<file path="src/hdl/qupcr_pkg.sv">
// shared constants and carrier types of the quad uart pin, clock and reset block
package qupcr_pkg;
  localparam int NCH    = 4;
  localparam int ADDR_W = 5;
  localparam int DATA_W = 16;

  // ***********************************************
  // register map (address = channel * 4 + register)
  // ***********************************************
  localparam logic [1:0]        REG_MCR     = 2'h0;
  localparam logic [1:0]        REG_FEATURE_CONTROL_REG    = 2'h1;
  localparam logic [1:0]        REG_DIV     = 2'h2;
  localparam logic [1:0]        REG_MSR     = 2'h3;
  localparam logic [ADDR_W-1:0] ADDR_GLOBAL = 5'h10;
  localparam int                ADDR_CHAN_BIT = 4;

  localparam int MCR_TERM   = 0;
  localparam int MCR_OP1    = 2;
  localparam int MCR_OP2    = 3;
  localparam int MCR_DIV4   = 7;
  localparam int FEATURE_CONTROL_REG_RS485 = 3;
  localparam int MSR_DSR    = 5;
  localparam int MSR_RI     = 6;
  localparam int MSR_CD     = 7;
  localparam int GLB_INTEL  = 0;
  localparam int GLB_STRAP  = 1;
  localparam int GLB_RST    = 2;

  localparam logic [7:0]  MCR_RST  = 8'h00;
  localparam logic [7:0]  FEATURE_CONTROL_REG_RST = 8'h00;
  localparam logic [15:0] DIV_RST  = 16'h0001;
  localparam logic [1:0]  PRE_MAX  = 2'h3;
  localparam int          CHAN_C   = 2;

  // ***********************************************
  // pin sampling vector layout
  // ***********************************************
  localparam int P_DSR   = 0;
  localparam int P_CD    = 4;
  localparam int P_RI    = 8;
  localparam int P_RX    = 12;
  localparam int P_RST   = 16;
  localparam int P_BUS   = 17;
  localparam int P_STRAP = 18;
  localparam int P_OSC   = 19;
  localparam int P_CHC   = 20;
  localparam int NPIN    = 21;
  // idle levels: modem lines high, rx high, reset pin low, bus strap high
  localparam logic [NPIN-1:0] PIN_IDLE = 21'h02FFFF;

  // ***********************************************
  // timing
  // ***********************************************
  localparam int CLK_NS     = 10;
  localparam int RST_MIN_NS = 40;
  localparam int RST_CYC_I  = (RST_MIN_NS + CLK_NS - 1) / CLK_NS;
  localparam logic [2:0] RST_CYC   = 3'(RST_CYC_I);
  localparam logic [2:0] BOOT_DONE = 3'h4;

  typedef struct packed {
    logic [ADDR_W-1:0] addr;
    logic [DATA_W-1:0] wdata;
    logic              wr;
    logic              rd;
  } qupcr_bus_req_t;

  typedef struct packed {
    logic [NCH-1:0] set_ready_in_n;
    logic [NCH-1:0] carrier_detect_in_n;
    logic [NCH-1:0] ring_detect_in_n;
    logic [NCH-1:0] rx;
  } qupcr_line_in_t;

  typedef struct packed {
    logic [NCH-1:0] term_ready_out_n;
    logic [NCH-1:0] gp_out_first_n;
    logic [NCH-1:0] gp_out_second_n;
    logic [NCH-1:0] baud_clk_out;
    logic [NCH-1:0] tx;
  } qupcr_line_out_t;
endpackage : qupcr_pkg

</file>
<file path="src/hdl/qupcr_top.sv">
// pin-level modem lines, baud clocks, straps and reset of a four channel uart
//
// What this block does
// - each channel drives its own active-low terminal-ready output from software.
// - set-ready, carrier-detect and ring inputs per channel are readable by software.
// - first general output becomes rs-485 direction when feature control bit 3 set.
// - second general output is a plain software-controlled output.
// - baud clock pin carries the 16x clock, also used as receive clock.
// - bus select strap high selects intel style, low selects motorola style.
// - prescaler strap sampled only during reset; later changes ignored.
// - strap high feeds baud generator clock divided by 1, low by 4.
// - after reset, modem control bit 7 overrides the latched prescaler choice.
// - channel c is clocked from its dedicated clock input.
// - intel style: reset pin active high resets registers and outputs.
// - motorola style: reset pin active low gives the same full reset.
// - during reset transmit outputs stay high and receive inputs are ignored.
// - oscillator output pin carries a buffered copy of the oscillator input.
`timescale 1ns/100ps
module qupcr_top
  import qupcr_pkg::*;
(
  input  wire logic                      clk,
  input  wire logic                      rstn,
  input  wire qupcr_pkg::qupcr_bus_req_t bus,
  output logic [qupcr_pkg::DATA_W-1:0]   rdata,
  input  wire qupcr_pkg::qupcr_line_in_t line_in,
  output qupcr_pkg::qupcr_line_out_t     line_out,
  input  wire logic                      reset_pin,
  input  wire logic                      bus_select_strap,
  input  wire logic                      prescaler_strap,
  input  wire logic                      osc_in,
  output logic                           osc_out,
  input  wire logic                      chan_c_clk_in,
  input  wire logic [qupcr_pkg::NCH-1:0] tx_core,
  input  wire logic [qupcr_pkg::NCH-1:0] tx_busy,
  output logic [qupcr_pkg::NCH-1:0]      rx_core,
  output logic [qupcr_pkg::NCH-1:0]      rx_tick,
  output logic                           intel_mode,
  output logic                           int_reset
);
  import qupcr_pkg::*;

  typedef struct packed {
    logic [NPIN-1:0]       s1;
    logic [NPIN-1:0]       s2;
    logic [NPIN-1:0]       s3;
    logic [NPIN-1:0]       flt;
    logic [1:0]            edg_prev;
    logic [2:0]            rcnt;
    logic [2:0]            boot;
    logic                  strap;
    logic [NCH-1:0][7:0]   modem_control_reg;
    logic [NCH-1:0][7:0]   feature_control_reg;
    logic [NCH-1:0][15:0]  div;
    logic [NCH-1:0][15:0]  cnt;
    logic [NCH-1:0][1:0]   pre;
    logic [NCH-1:0]        rtick;
    logic [NCH-1:0]        bclk;
    logic [NCH-1:0]        term_n;
    logic [NCH-1:0]        op1_n;
    logic [NCH-1:0]        op2_n;
    logic [NCH-1:0]        tx;
    logic [NCH-1:0]        rx;
    logic                  osc_o;
    logic [DATA_W-1:0]     rdata;
  } qupcr_state_t;

  qupcr_state_t    q;
  qupcr_state_t    n;
  logic [NPIN-1:0] pins;
  logic [NCH-1:0]  dtr_v;
  logic [NCH-1:0]  op1_v;
  logic [NCH-1:0]  op2_v;
  logic [NCH-1:0]  rs485_v;
  logic [NCH-1:0]  div4_v;
  logic [NCH-1:0]  src_tick;
  logic [NCH-1:0]  pre_tick;
  logic            osc_edge;
  logic            chc_edge;
  logic            dev_rst;

  // ***********************************************
  // address decode helpers
  // ***********************************************
  function automatic logic is_chan(input logic [ADDR_W-1:0] a);
    return !a[ADDR_CHAN_BIT];
  endfunction : is_chan

  function automatic logic [1:0] chan_of(input logic [ADDR_W-1:0] a);
    return a[3:2];
  endfunction : chan_of

  assign pins = {chan_c_clk_in, osc_in, prescaler_strap, bus_select_strap, reset_pin,
                 line_in.rx, line_in.ring_detect_in_n, line_in.carrier_detect_in_n,
                 line_in.set_ready_in_n};

  genvar g;
  generate
    for (g = 0; g < NCH; g++) begin : g_fields
      assign dtr_v[g]   = q.modem_control_reg[g][MCR_TERM];
      assign op1_v[g]   = q.modem_control_reg[g][MCR_OP1];
      assign op2_v[g]   = q.modem_control_reg[g][MCR_OP2];
      assign div4_v[g]  = q.modem_control_reg[g][MCR_DIV4];
      assign rs485_v[g] = q.feature_control_reg[g][FEATURE_CONTROL_REG_RS485];
      assign src_tick[g] = (g == CHAN_C) ? chc_edge : osc_edge;
      assign pre_tick[g] = src_tick[g] && (!div4_v[g] || q.pre[g] == PRE_MAX);
    end
  endgenerate

  assign osc_edge   = q.flt[P_OSC] && !q.edg_prev[0];
  assign chc_edge   = q.flt[P_CHC] && !q.edg_prev[1];
  assign dev_rst    = (q.rcnt == RST_CYC);
  // the boot hold lets the synchronisers settle so the strap is caught from the pin
  assign int_reset  = !rstn || dev_rst || (q.boot != BOOT_DONE);
  assign intel_mode = q.flt[P_BUS];

  // ***********************************************
  // next state
  // ***********************************************
  always_comb begin
    logic [16:0] half;
    logic [1:0]  ch;
    half = 17'h00000;
    ch   = chan_of(bus.addr);
    n    = q;
    n.s1 = pins;
    n.s2 = q.s1;
    n.s3 = q.s2;
    // a pin change counts only once the second and third stage agree
    for (int i = 0; i < NPIN; i++) begin
      if (q.s2[i] == q.s3[i]) begin
        n.flt[i] = q.s3[i];
      end
    end
    n.edg_prev = {q.flt[P_CHC], q.flt[P_OSC]};
    n.osc_o    = q.flt[P_OSC];
    // reset pin is active when its level matches the bus select strap
    if (q.flt[P_RST] == q.flt[P_BUS]) begin
      n.rcnt = (q.rcnt == RST_CYC) ? q.rcnt : q.rcnt + 3'h1;
    end else begin
      n.rcnt = 3'h0;
    end
    if (q.boot != BOOT_DONE) begin
      n.boot = q.boot + 3'h1;
    end

    for (int c = 0; c < NCH; c++) begin
      n.rtick[c] = 1'b0;
      if (src_tick[c]) begin
        n.pre[c] = div4_v[c] ? q.pre[c] + 2'h1 : 2'h0;
      end
      if (pre_tick[c]) begin
        if (q.cnt[c] >= q.div[c] - 16'h0001) begin
          n.cnt[c]   = 16'h0000;
          n.rtick[c] = 1'b1;
        end else begin
          n.cnt[c] = q.cnt[c] + 16'h0001;
        end
      end
      half      = ({1'b0, q.div[c]} + 17'h00001) >> 1;
      n.bclk[c] = {1'b0, n.cnt[c]} < half;
      n.term_n[c] = !dtr_v[c];
      n.op1_n[c]  = rs485_v[c] ? !tx_busy[c] : !op1_v[c];
      n.op2_n[c]  = !op2_v[c];
      n.tx[c]     = tx_core[c];
      n.rx[c]     = q.flt[P_RX + c];
    end

    // software access; read data stand for one cycle only
    n.rdata = '0;
    if (bus.wr && is_chan(bus.addr)) begin
      unique case (bus.addr[1:0])
        REG_MCR:  n.modem_control_reg[ch]  = bus.wdata[7:0];
        REG_FEATURE_CONTROL_REG: n.feature_control_reg[ch] = bus.wdata[7:0];
        REG_DIV:  n.div[ch]  = bus.wdata;
        REG_MSR:  n.rdata    = '0;
      endcase
    end
    if (bus.rd) begin
      if (bus.addr == ADDR_GLOBAL) begin
        n.rdata[GLB_INTEL] = q.flt[P_BUS];
        n.rdata[GLB_STRAP] = q.strap;
        n.rdata[GLB_RST]   = dev_rst;
      end else if (is_chan(bus.addr)) begin
        unique case (bus.addr[1:0])
          REG_MCR:  n.rdata = {8'h00, q.modem_control_reg[ch]};
          REG_FEATURE_CONTROL_REG: n.rdata = {8'h00, q.feature_control_reg[ch]};
          REG_DIV:  n.rdata = q.div[ch];
          REG_MSR: begin
            n.rdata[MSR_DSR] = !q.flt[P_DSR + 32'(ch)];
            n.rdata[MSR_RI]  = !q.flt[P_RI + 32'(ch)];
            n.rdata[MSR_CD]  = !q.flt[P_CD + 32'(ch)];
          end
        endcase
      end
    end

    if (int_reset) begin
      // take the filter's next value: on the last boot edge only that one holds the pin
      n.strap = n.flt[P_STRAP];
      for (int c = 0; c < NCH; c++) begin
        n.modem_control_reg[c]           = MCR_RST;
        n.modem_control_reg[c][MCR_DIV4] = !n.flt[P_STRAP];
      end
      n.feature_control_reg   = {NCH{FEATURE_CONTROL_REG_RST}};
      n.div    = {NCH{DIV_RST}};
      n.cnt    = '0;
      n.pre    = '0;
      n.rtick  = '0;
      n.bclk   = '0;
      n.term_n = '1;
      n.op1_n  = '1;
      n.op2_n  = '1;
      n.tx     = '1;
      n.rx     = '1;
      // the global status stays readable so software can watch a pin reset
      if (!(bus.rd && bus.addr == ADDR_GLOBAL)) begin
        n.rdata = '0;
      end
    end
    if (!rstn) begin
      n.s1       = PIN_IDLE;
      n.s2       = PIN_IDLE;
      n.s3       = PIN_IDLE;
      n.flt      = PIN_IDLE;
      n.edg_prev = 2'h0;
      n.rcnt     = 3'h0;
      n.boot     = 3'h0;
      n.osc_o    = 1'b0;
      n.rdata    = '0;
    end
  end

  always_ff @(posedge clk) begin
    q <= n;
  end

  assign rdata                     = q.rdata;
  assign line_out.term_ready_out_n = q.term_n;
  assign line_out.gp_out_first_n   = q.op1_n;
  assign line_out.gp_out_second_n  = q.op2_n;
  assign line_out.baud_clk_out     = q.bclk;
  assign line_out.tx               = q.tx;
  assign rx_core                   = q.rx;
  assign rx_tick                   = q.rtick;
  assign osc_out                   = q.osc_o;
endmodule : qupcr_top

</file>
<file path="config.mk">
export PLATFORM = sky130hd
export DESIGN_NAME = qupcr_top
export DESIGN_NICKNAME = d
export VERILOG_FILES = /design/src/hdl/qupcr_pkg.sv /design/src/hdl/qupcr_top.sv
export SDC_FILE = /design/constraint.sdc
export NUM_CORES = 1
export LEC_CHECK = 0
export BUFFER_PORTS_ARGS = -buffer_cell sky130_fd_sc_hd__buf_4
export CAP_MARGIN = 15
export CORE_MARGIN = 2
export CORE_UTILIZATION = 61
export DETAILED_ROUTE_END_ITERATION = 8
export MAX_ROUTING_LAYER = met4
export PLACE_DENSITY = 0.92
export SLEW_MARGIN = 20
export SYNTH_ARGS = -nofsm -noshare
export SYNTH_HDL_FRONTEND = slang
export SYNTH_SLANG_ARGS = --single-unit
</file>
<file path="constraint.sdc">
create_clock -name clk -period 5.18 [get_ports clk]
set_input_delay 0 -clock clk [delete_from_list [all_inputs] [get_ports clk]]
set_output_delay 0 -clock clk [all_outputs]
set_load 0.02 [all_outputs]
</file>
==> impl_metrics.env, run 1 <==
export IMPL_antenna_left=0
export IMPL_critPathCaptureType="register"
export IMPL_ir_worst_vdd_mv=0.300
export IMPL_post_cts_buffers=0
export IMPL_drv_slew=0
export IMPL_num_rows=63
export IMPL_hold_start="rstn"
export IMPL_hold_viol=0
export IMPL_clock_latency_ns=0.55
export IMPL_yosysSeqAreaShare_pct=37.0
export IMPL_final_net_count=2365
export IMPL_tightest_slew_ns=1.06
export IMPL_cts_htree_levels=2
export IMPL_fin_crit_ns=4.91
export IMPL_r2r_start="q[149]$_SDFFE_PN1P_"
export IMPL_final_common_cell="dfxtp_1"
export IMPL_grt_max_degree=93
export IMPL_synthArstFlopShare_pct=0
export IMPL_relSlewSlack_pct=28.7
export IMPL_critPathKind="register to register"
export IMPL_viasPerCell=6.18
export IMPL_p_per_area_nw_per_um2=278
export IMPL_setup_tns_ns=0
export IMPL_tritoncts="built"
export IMPL_track_usage_pct=32.2
export IMPL_fin_skew_ns=0.0293
export IMPL_dieArea_um2=31500
export IMPL_cts_root_buf="clkbuf_16"
export IMPL_ios=101
export IMPL_crit_required_ns=5.64
export IMPL_cp_max_fo=7
export IMPL_arrival_ns=5.37
export IMPL_status="completed"
export IMPL_grt_pass1_wl_um=78600
export IMPL_finalSetupViolCount=0
export IMPL_initial_core_util_pct=61.9
export IMPL_yosysWarnings=0
export IMPL_cts_buffers=36
export IMPL_max_freq_mhz=203
export IMPL_wirelength_um=50000
export IMPL_synth_area_um2=18400
export IMPL_avgSynthCellArea_um2=8.55
export IMPL_coreArea_um2=29600
export IMPL_nFillCells=2130
export IMPL_grt_antenna_before_repair=2
export IMPL_place_congestion=0.918
export IMPL_hp_class="input port to register"
export IMPL_drcViolationCount=0
export IMPL_die_w_um=177
export IMPL_cp_startpoint="q[149]$_SDFFE_PN1P_"
export IMPL_maxCapViolations=0
export IMPL_synth_edf_count=5
export IMPL_clk_pin_slew_ns=0.06
export IMPL_fp_dieH_um=177
export IMPL_clock_sinks=337
export IMPL_drive_above_1_share_pct=11.2
export IMPL_area_growth_pct=12.4
export IMPL_synthFlopType="dfxtp_1"
export IMPL_first_iter_violations=1652
export IMPL_clock_path_buffers=3
export IMPL_syn_inst=2146
export IMPL_gr_total_overflow=0
export IMPL_fin_cells=2586
export IMPL_wl_per_cell_um=19.3
export IMPL_dp_hpwl_um=32700
export IMPL_fin_crit_sh_pct=94.9
export IMPL_dp_cells=2471
export IMPL_final_core_util_pct=69.6
export IMPL_first_global_vias=15500
export IMPL_vias=16000
export IMPL_synth_seq_cells=337
export IMPL_portBuffers=100
export IMPL_synth_nets=2344
export IMPL_leakagePower_nw=7.80
export IMPL_dr_pass1_iters=6
export IMPL_rsz0062_at_grt="no"
export IMPL_final_cell_mix="dfxtp_1, nand2_1, nor2_1, a21oi_1, ha_1"
export IMPL_start_kind="register"
export IMPL_synth_cell_type_count=67
[stage by stage]
step           hold WS [ns]  instance area (um2)  total power [mW]  setup slack [ns]
3_3_place_gp          0.182                18800              2.88             0.449
5_1_grt              0.0291                20600              5.86            0.0405
3_5_place_dp          0.188                18800              2.88             0.295
2_1_floorplan         0.101                18400              2.81             0.741
4_1_cts             0.00275                20600              5.71             0.268
6_report            0.00495                20600              5.73             0.265
[critical path, cell delays in order (launching register included)]
cell	delay, ns
dfxtp_1	0.38
inv_1	0.16
ha_1	0.21
nand2_1	0.11
nor4_1	0.63
nand2_1	0.14
xor2_1	0.19
ha_1	0.30
nand4_1	0.19
nor4_1	0.39
a311o_1	0.22
or2_4	0.17
a21oi_1	0.06
or2_2	0.28
ha_1	0.32
a21o_1	0.19
a21oi_1	0.17
o22ai_1	0.10
a211oi_1	0.27
o41ai_2	0.16
a31oi_1	0.18
[layer usage]
metal | global-route usage (%) | up-vias | routed length [um]
met1 | 37.3 | 7514 | 18800
met2 | 54.7 | 879 | 24500
li1 | - | 7364 | -
met3 | 6.04 | 217 | 4370
met4 | 13.5 | 0 | 2320
met5 | - | - | 0
[synth_stat cells, types with 7 or more instances]
cell,n,area (um2)
inv_1,33,124
a211oi_1,10,75.1
buf_2,18,90.1
xnor2_1,72,631
dfxtp_1,332,6650
and3_1,33,206
o21ai_0,47,235
buf_1,17,63.8
clkbuf_1,91,342
nand4_1,39,244
nand3_1,108,541
nand2b_1,73,457
mux4_2,38,856
xor2_1,97,850
nand3b_1,7,52.6
and2_1,28,175
nor2b_1,13,81.3
mux2i_1,15,150
o21a_1,8,60.1
a21o_1,23,173
buf_4,49,368
ha_1,144,1800
nor4_1,16,100
a21oi_1,178,891
nor3_1,44,220
or3_1,8,50.1
nand2_1,312,1170
nor2_1,198,743
and4_1,13,114
[registers in the layout (all words and copies together) (netlist names)]
signal	flops
line_out	20
q	276
rdata	16
op1_v	4
rx_core	4
div4_v	4
intel_mode	1
op2_v	4
rx_tick	4
dtr_v	4
[where the power goes]
| part | switching [mW] | leakage (nW) | total (mW) | internal [mW] |
|---|---|---|---|---|
| Sequential | 0.0147 | 2.73 | 2.64 | 2.62 |
| Combinational | 0.133 | 4.42 | 0.228 | 0.0950 |
| Clock | 1.11 | 0.650 | 2.86 | 1.75 |
| Total | 1.26 | 7.80 | 5.73 | 4.47 |
[logic make-up (layout without fill, tap and decap cells)]
| group | after synthesis | after routing | share of synthesized area (%) |
|---|---|---|---|
| buf+inv | 215 | 263 | 5.76 |
| flops | 337 | 337 | 37.0 |
| mux | 57 | 57 | 5.73 |
| simple gates | 915 | 915 | 23.8 |
| compound gates | 308 | 308 | 9.80 |
| xor+xnor | 169 | 169 | 8.06 |
| other cells | 0 | 2 | 0 |
| fa+ha+maj | 145 | 145 | 9.87 |
[worst paths after layout]
check,endpoint,slack [ns],cells past startpoint
setup / recovery,line_out[6]$_SDFF_PN0_,0.27,20
hold / removal,q[288]$_SDFF_PN1_,0.005,2
setup reg to reg,line_out[6]$_SDFF_PN0_,0.27,20
hold reg to reg,line_out[18]$_SDFF_PN1_,0.40,1
[area by class of cell]
class | count | area [um2] | area share, %
multi-input combinational | 1594 | 10500 | 51.0
sequential | 337 | 6800 | 32.9
timing repair buffer | 164 | 1350 | 6.55
clock buffer | 49 | 1060 | 5.15
tap | 390 | 488 | 2.37
clock inverter | 16 | 272 | 1.32
inverter | 34 | 130 | 0.631
antenna | 2 | 5.00 | 0.0243
[repair_timing]
action / CTS / global route
endpoints found under the setup margin: 0 / 2
resized for setup: 0 / 3
endpoints found under the hold margin: 168 / 0
hold buffers: 48 / 0
No activity file was read; power rests on OpenSTA's default activity.
==> run 2: changes to the inputs <==
- BUFFER_PORTS_ARGS: -buffer_cell sky130_fd_sc_hd__buf_4 -> -buffer_cell sky130_fd_sc_hd__buf_2
- CTS_BUF_LIST: unset -> sky130_fd_sc_hd__clkbuf_2
==> impl_metrics.env, run 2 (synthesis results as in run 1) <==
export IMPL_track_usage_pct=34.9
export IMPL_drv_slew=0
export IMPL_area_growth_pct=12.6
export IMPL_clk_pin_slew_ns=0.14
export IMPL_antenna_left=0
export IMPL_setup_tns_ns=0
export IMPL_power_switching_mw=1.36
export IMPL_place_area_um2=18600
export IMPL_maxCapViolations=0
export IMPL_critPathKind="register to register"
export IMPL_dp_hpwl_um=32600
export IMPL_clock_path_buffers=3
export IMPL_drcViolationCount=8
export IMPL_die_w_um=177
export IMPL_regMostFlops="q"
export IMPL_gr_total_overflow=0
export IMPL_start_kind="register"
export IMPL_largest_reg_flops=276
export IMPL_clock_latency_ns=1.00
export IMPL_ir_worst_vdd_mv=0.220
export IMPL_fin_skew_ns=0.125
export IMPL_final_cell_mix="dfxtp_1, nand2_1, nor2_1, a21oi_1, ha_1"
export IMPL_wirelength_um=53300
export IMPL_cell_internal_pwr_mw=3.51
export IMPL_r2r_start="q[149]$_SDFFE_PN1P_"
export IMPL_max_freq_mhz=208
export IMPL_hold_viol=0
export IMPL_hold_start="bus[8]"
export IMPL_cts_root_buf="clkbuf_2"
export IMPL_relSlewSlack_pct=33.4
export IMPL_grt_max_degree=93
export IMPL_fp_dieH_um=177
export IMPL_vias=17000
export IMPL_finalSetupViolCount=0
export IMPL_fin_crit_ns=4.80
export IMPL_viasPerCell=6.16
export IMPL_arrival_ns=5.63
export IMPL_cts_htree_levels=3
export IMPL_hp_class="input port to register"
export IMPL_cp_common_cell="ha_1"
export IMPL_fin_area_um2=20700
export IMPL_seqCellArea_um2=6800
export IMPL_slowest_delay_ns=0.61
export IMPL_first_global_vias=17100
export IMPL_initial_core_util_pct=61.9
export IMPL_num_rows=63
export IMPL_cp_slowest_cell="nor4_1"
export IMPL_post_cts_buffers=0
export IMPL_cp_startpoint="q[149]$_SDFFE_PN1P_"
export IMPL_clock_sinks=337
export IMPL_ios=101
export IMPL_cts_buffers=84
export IMPL_crit_required_ns=6.01
export IMPL_multiInputGateArea_um2=10500
export IMPL_portBuffers=100
export IMPL_drive_above_1_share_pct=13.3
export IMPL_status="finished with violations"
export IMPL_p_seq_share_pct=54.2
export IMPL_nFillCells=2143
export IMPL_leakagePower_nw=7.98
export IMPL_final_net_count=2494
export IMPL_path_buf_inv=1
export IMPL_critPathCaptureType="register"
export IMPL_cp_max_fo=7
export IMPL_grt_pass1_wl_um=84500
export IMPL_tightest_slew_ns=0.995
export IMPL_dr_pass1_iters=9
export IMPL_dieArea_um2=31500
export IMPL_fin_crit_sh_pct=92.7
export IMPL_wl_per_cell_um=19.4
export IMPL_rsz0062_at_grt="no"
export IMPL_violations="DRC"
export IMPL_place_congestion=0.919
export IMPL_whs_ns=0.0464
export IMPL_coreArea_um2=29600
export IMPL_critical_path_top_delay_family="simple AND/OR/NAND/NOR gates"
export IMPL_tritoncts="built"
export IMPL_switching_share_pct=27.9
export IMPL_power_frac_clock_pct=40.2
export IMPL_final_common_cell="dfxtp_1"
export IMPL_p_per_area_nw_per_um2=235
export IMPL_first_iter_violations=1786
export IMPL_crit_chain="inv_1 > ha_1 > nand2_1 > nor4_1 > nand2_1 > xor2_1 > ha_1 > nand4_1 > nor4_1 > a311o_1 > or2_4 > a21oi_1 > or2_2 > ha_1 > a21o_1 > a21oi_1 > o22ai_1 > a211oi_1 > o41ai_2 > a31oi_1"
export IMPL_grt_antenna_before_repair=3
export IMPL_pwr_share_comb_pct=5.6
==> run 2: worst reg2reg max path: stages, from the launching register on <==
cell and delay, ns:
dfxtp_1 0.39, inv_1 0.16, ha_1 0.20, nand2_1 0.11, nor4_1 0.61, nand2_1 0.18
xor2_1 0.19, ha_1 0.30, nand4_1 0.19, nor4_1 0.33, a311o_1 0.22, or2_4 0.17
a21oi_1 0.05, or2_2 0.27, ha_1 0.31, a21o_1 0.18, a21oi_1 0.15, o22ai_1 0.09
a211oi_1 0.25, o41ai_2 0.16, a31oi_1 0.18
==> run 2: what timing repair did <==
| action | 4_1_cts | 5_1_grt |
|---|---|---|
| endpoints found under the hold margin | 244 | 4 |
| hold buffers | 124 | 2 |
| setup endpoints to repair | 0 | 2 |
| gates resized for setup | 0 | 2 |
==> run 2: stage by stage <==
stage                     util, %  std cells  power [mW]  worst slack, ns
final                        69.7       2753        4.87            0.378
after CTS                    69.6       2747        4.80            0.361
after global placement       62.7       2474        2.87            0.517
after floorplan                 -       2146        2.81            0.741
after detailed placement     62.7       2474        2.87            0.398
after global routing         69.7       2753        5.03           0.0369
==> run 2: final timing paths <==
check / end / slack, ns / cells past startpoint
max reg2reg: line_out[6]$_SDFF_PN0_ / 0.38 / 20
min: q[235]$_SDFFE_PN0P_ / 0.05 / 4
min reg2reg: line_out[9]$_SDFF_PN1_ / 0.39 / 1
max: line_out[6]$_SDFF_PN0_ / 0.38 / 20
==> run 2: power groups by stage <==
stage	registers, mW	clock network, mW	logic (mW)
2_1_floorplan	2.69	0	0.121
3_3_place_gp	2.69	0	0.173
3_5_place_dp	2.69	0	0.177
4_1_cts	2.63	1.92	0.249
5_1_grt	2.64	2.10	0.284
6_report	2.64	1.96	0.270
==> run 2: routing by layer <==
| layer | wire length [um] | global-route usage (%) |
|---|---|---|
| met4 | 3460 | 20.8 |
| met1 | 19000 | 38.0 |
| met2 | 25500 | 58.1 |
| met5 | 0 | - |
| met3 | 5380 | 7.93 |
==> run 2: layout make-up <==
class | count | share of cell area (%)
Multi-Input combinational cell | 1594 | 50.9
Sequential cell | 337 | 32.9
Timing Repair Buffer | 245 | 9.22
Clock buffer | 114 | 2.76
Tap cell | 390 | 2.36
Clock inverter | 35 | 1.17
Inverter | 34 | 0.630
Antenna cell | 4 | 0.0484
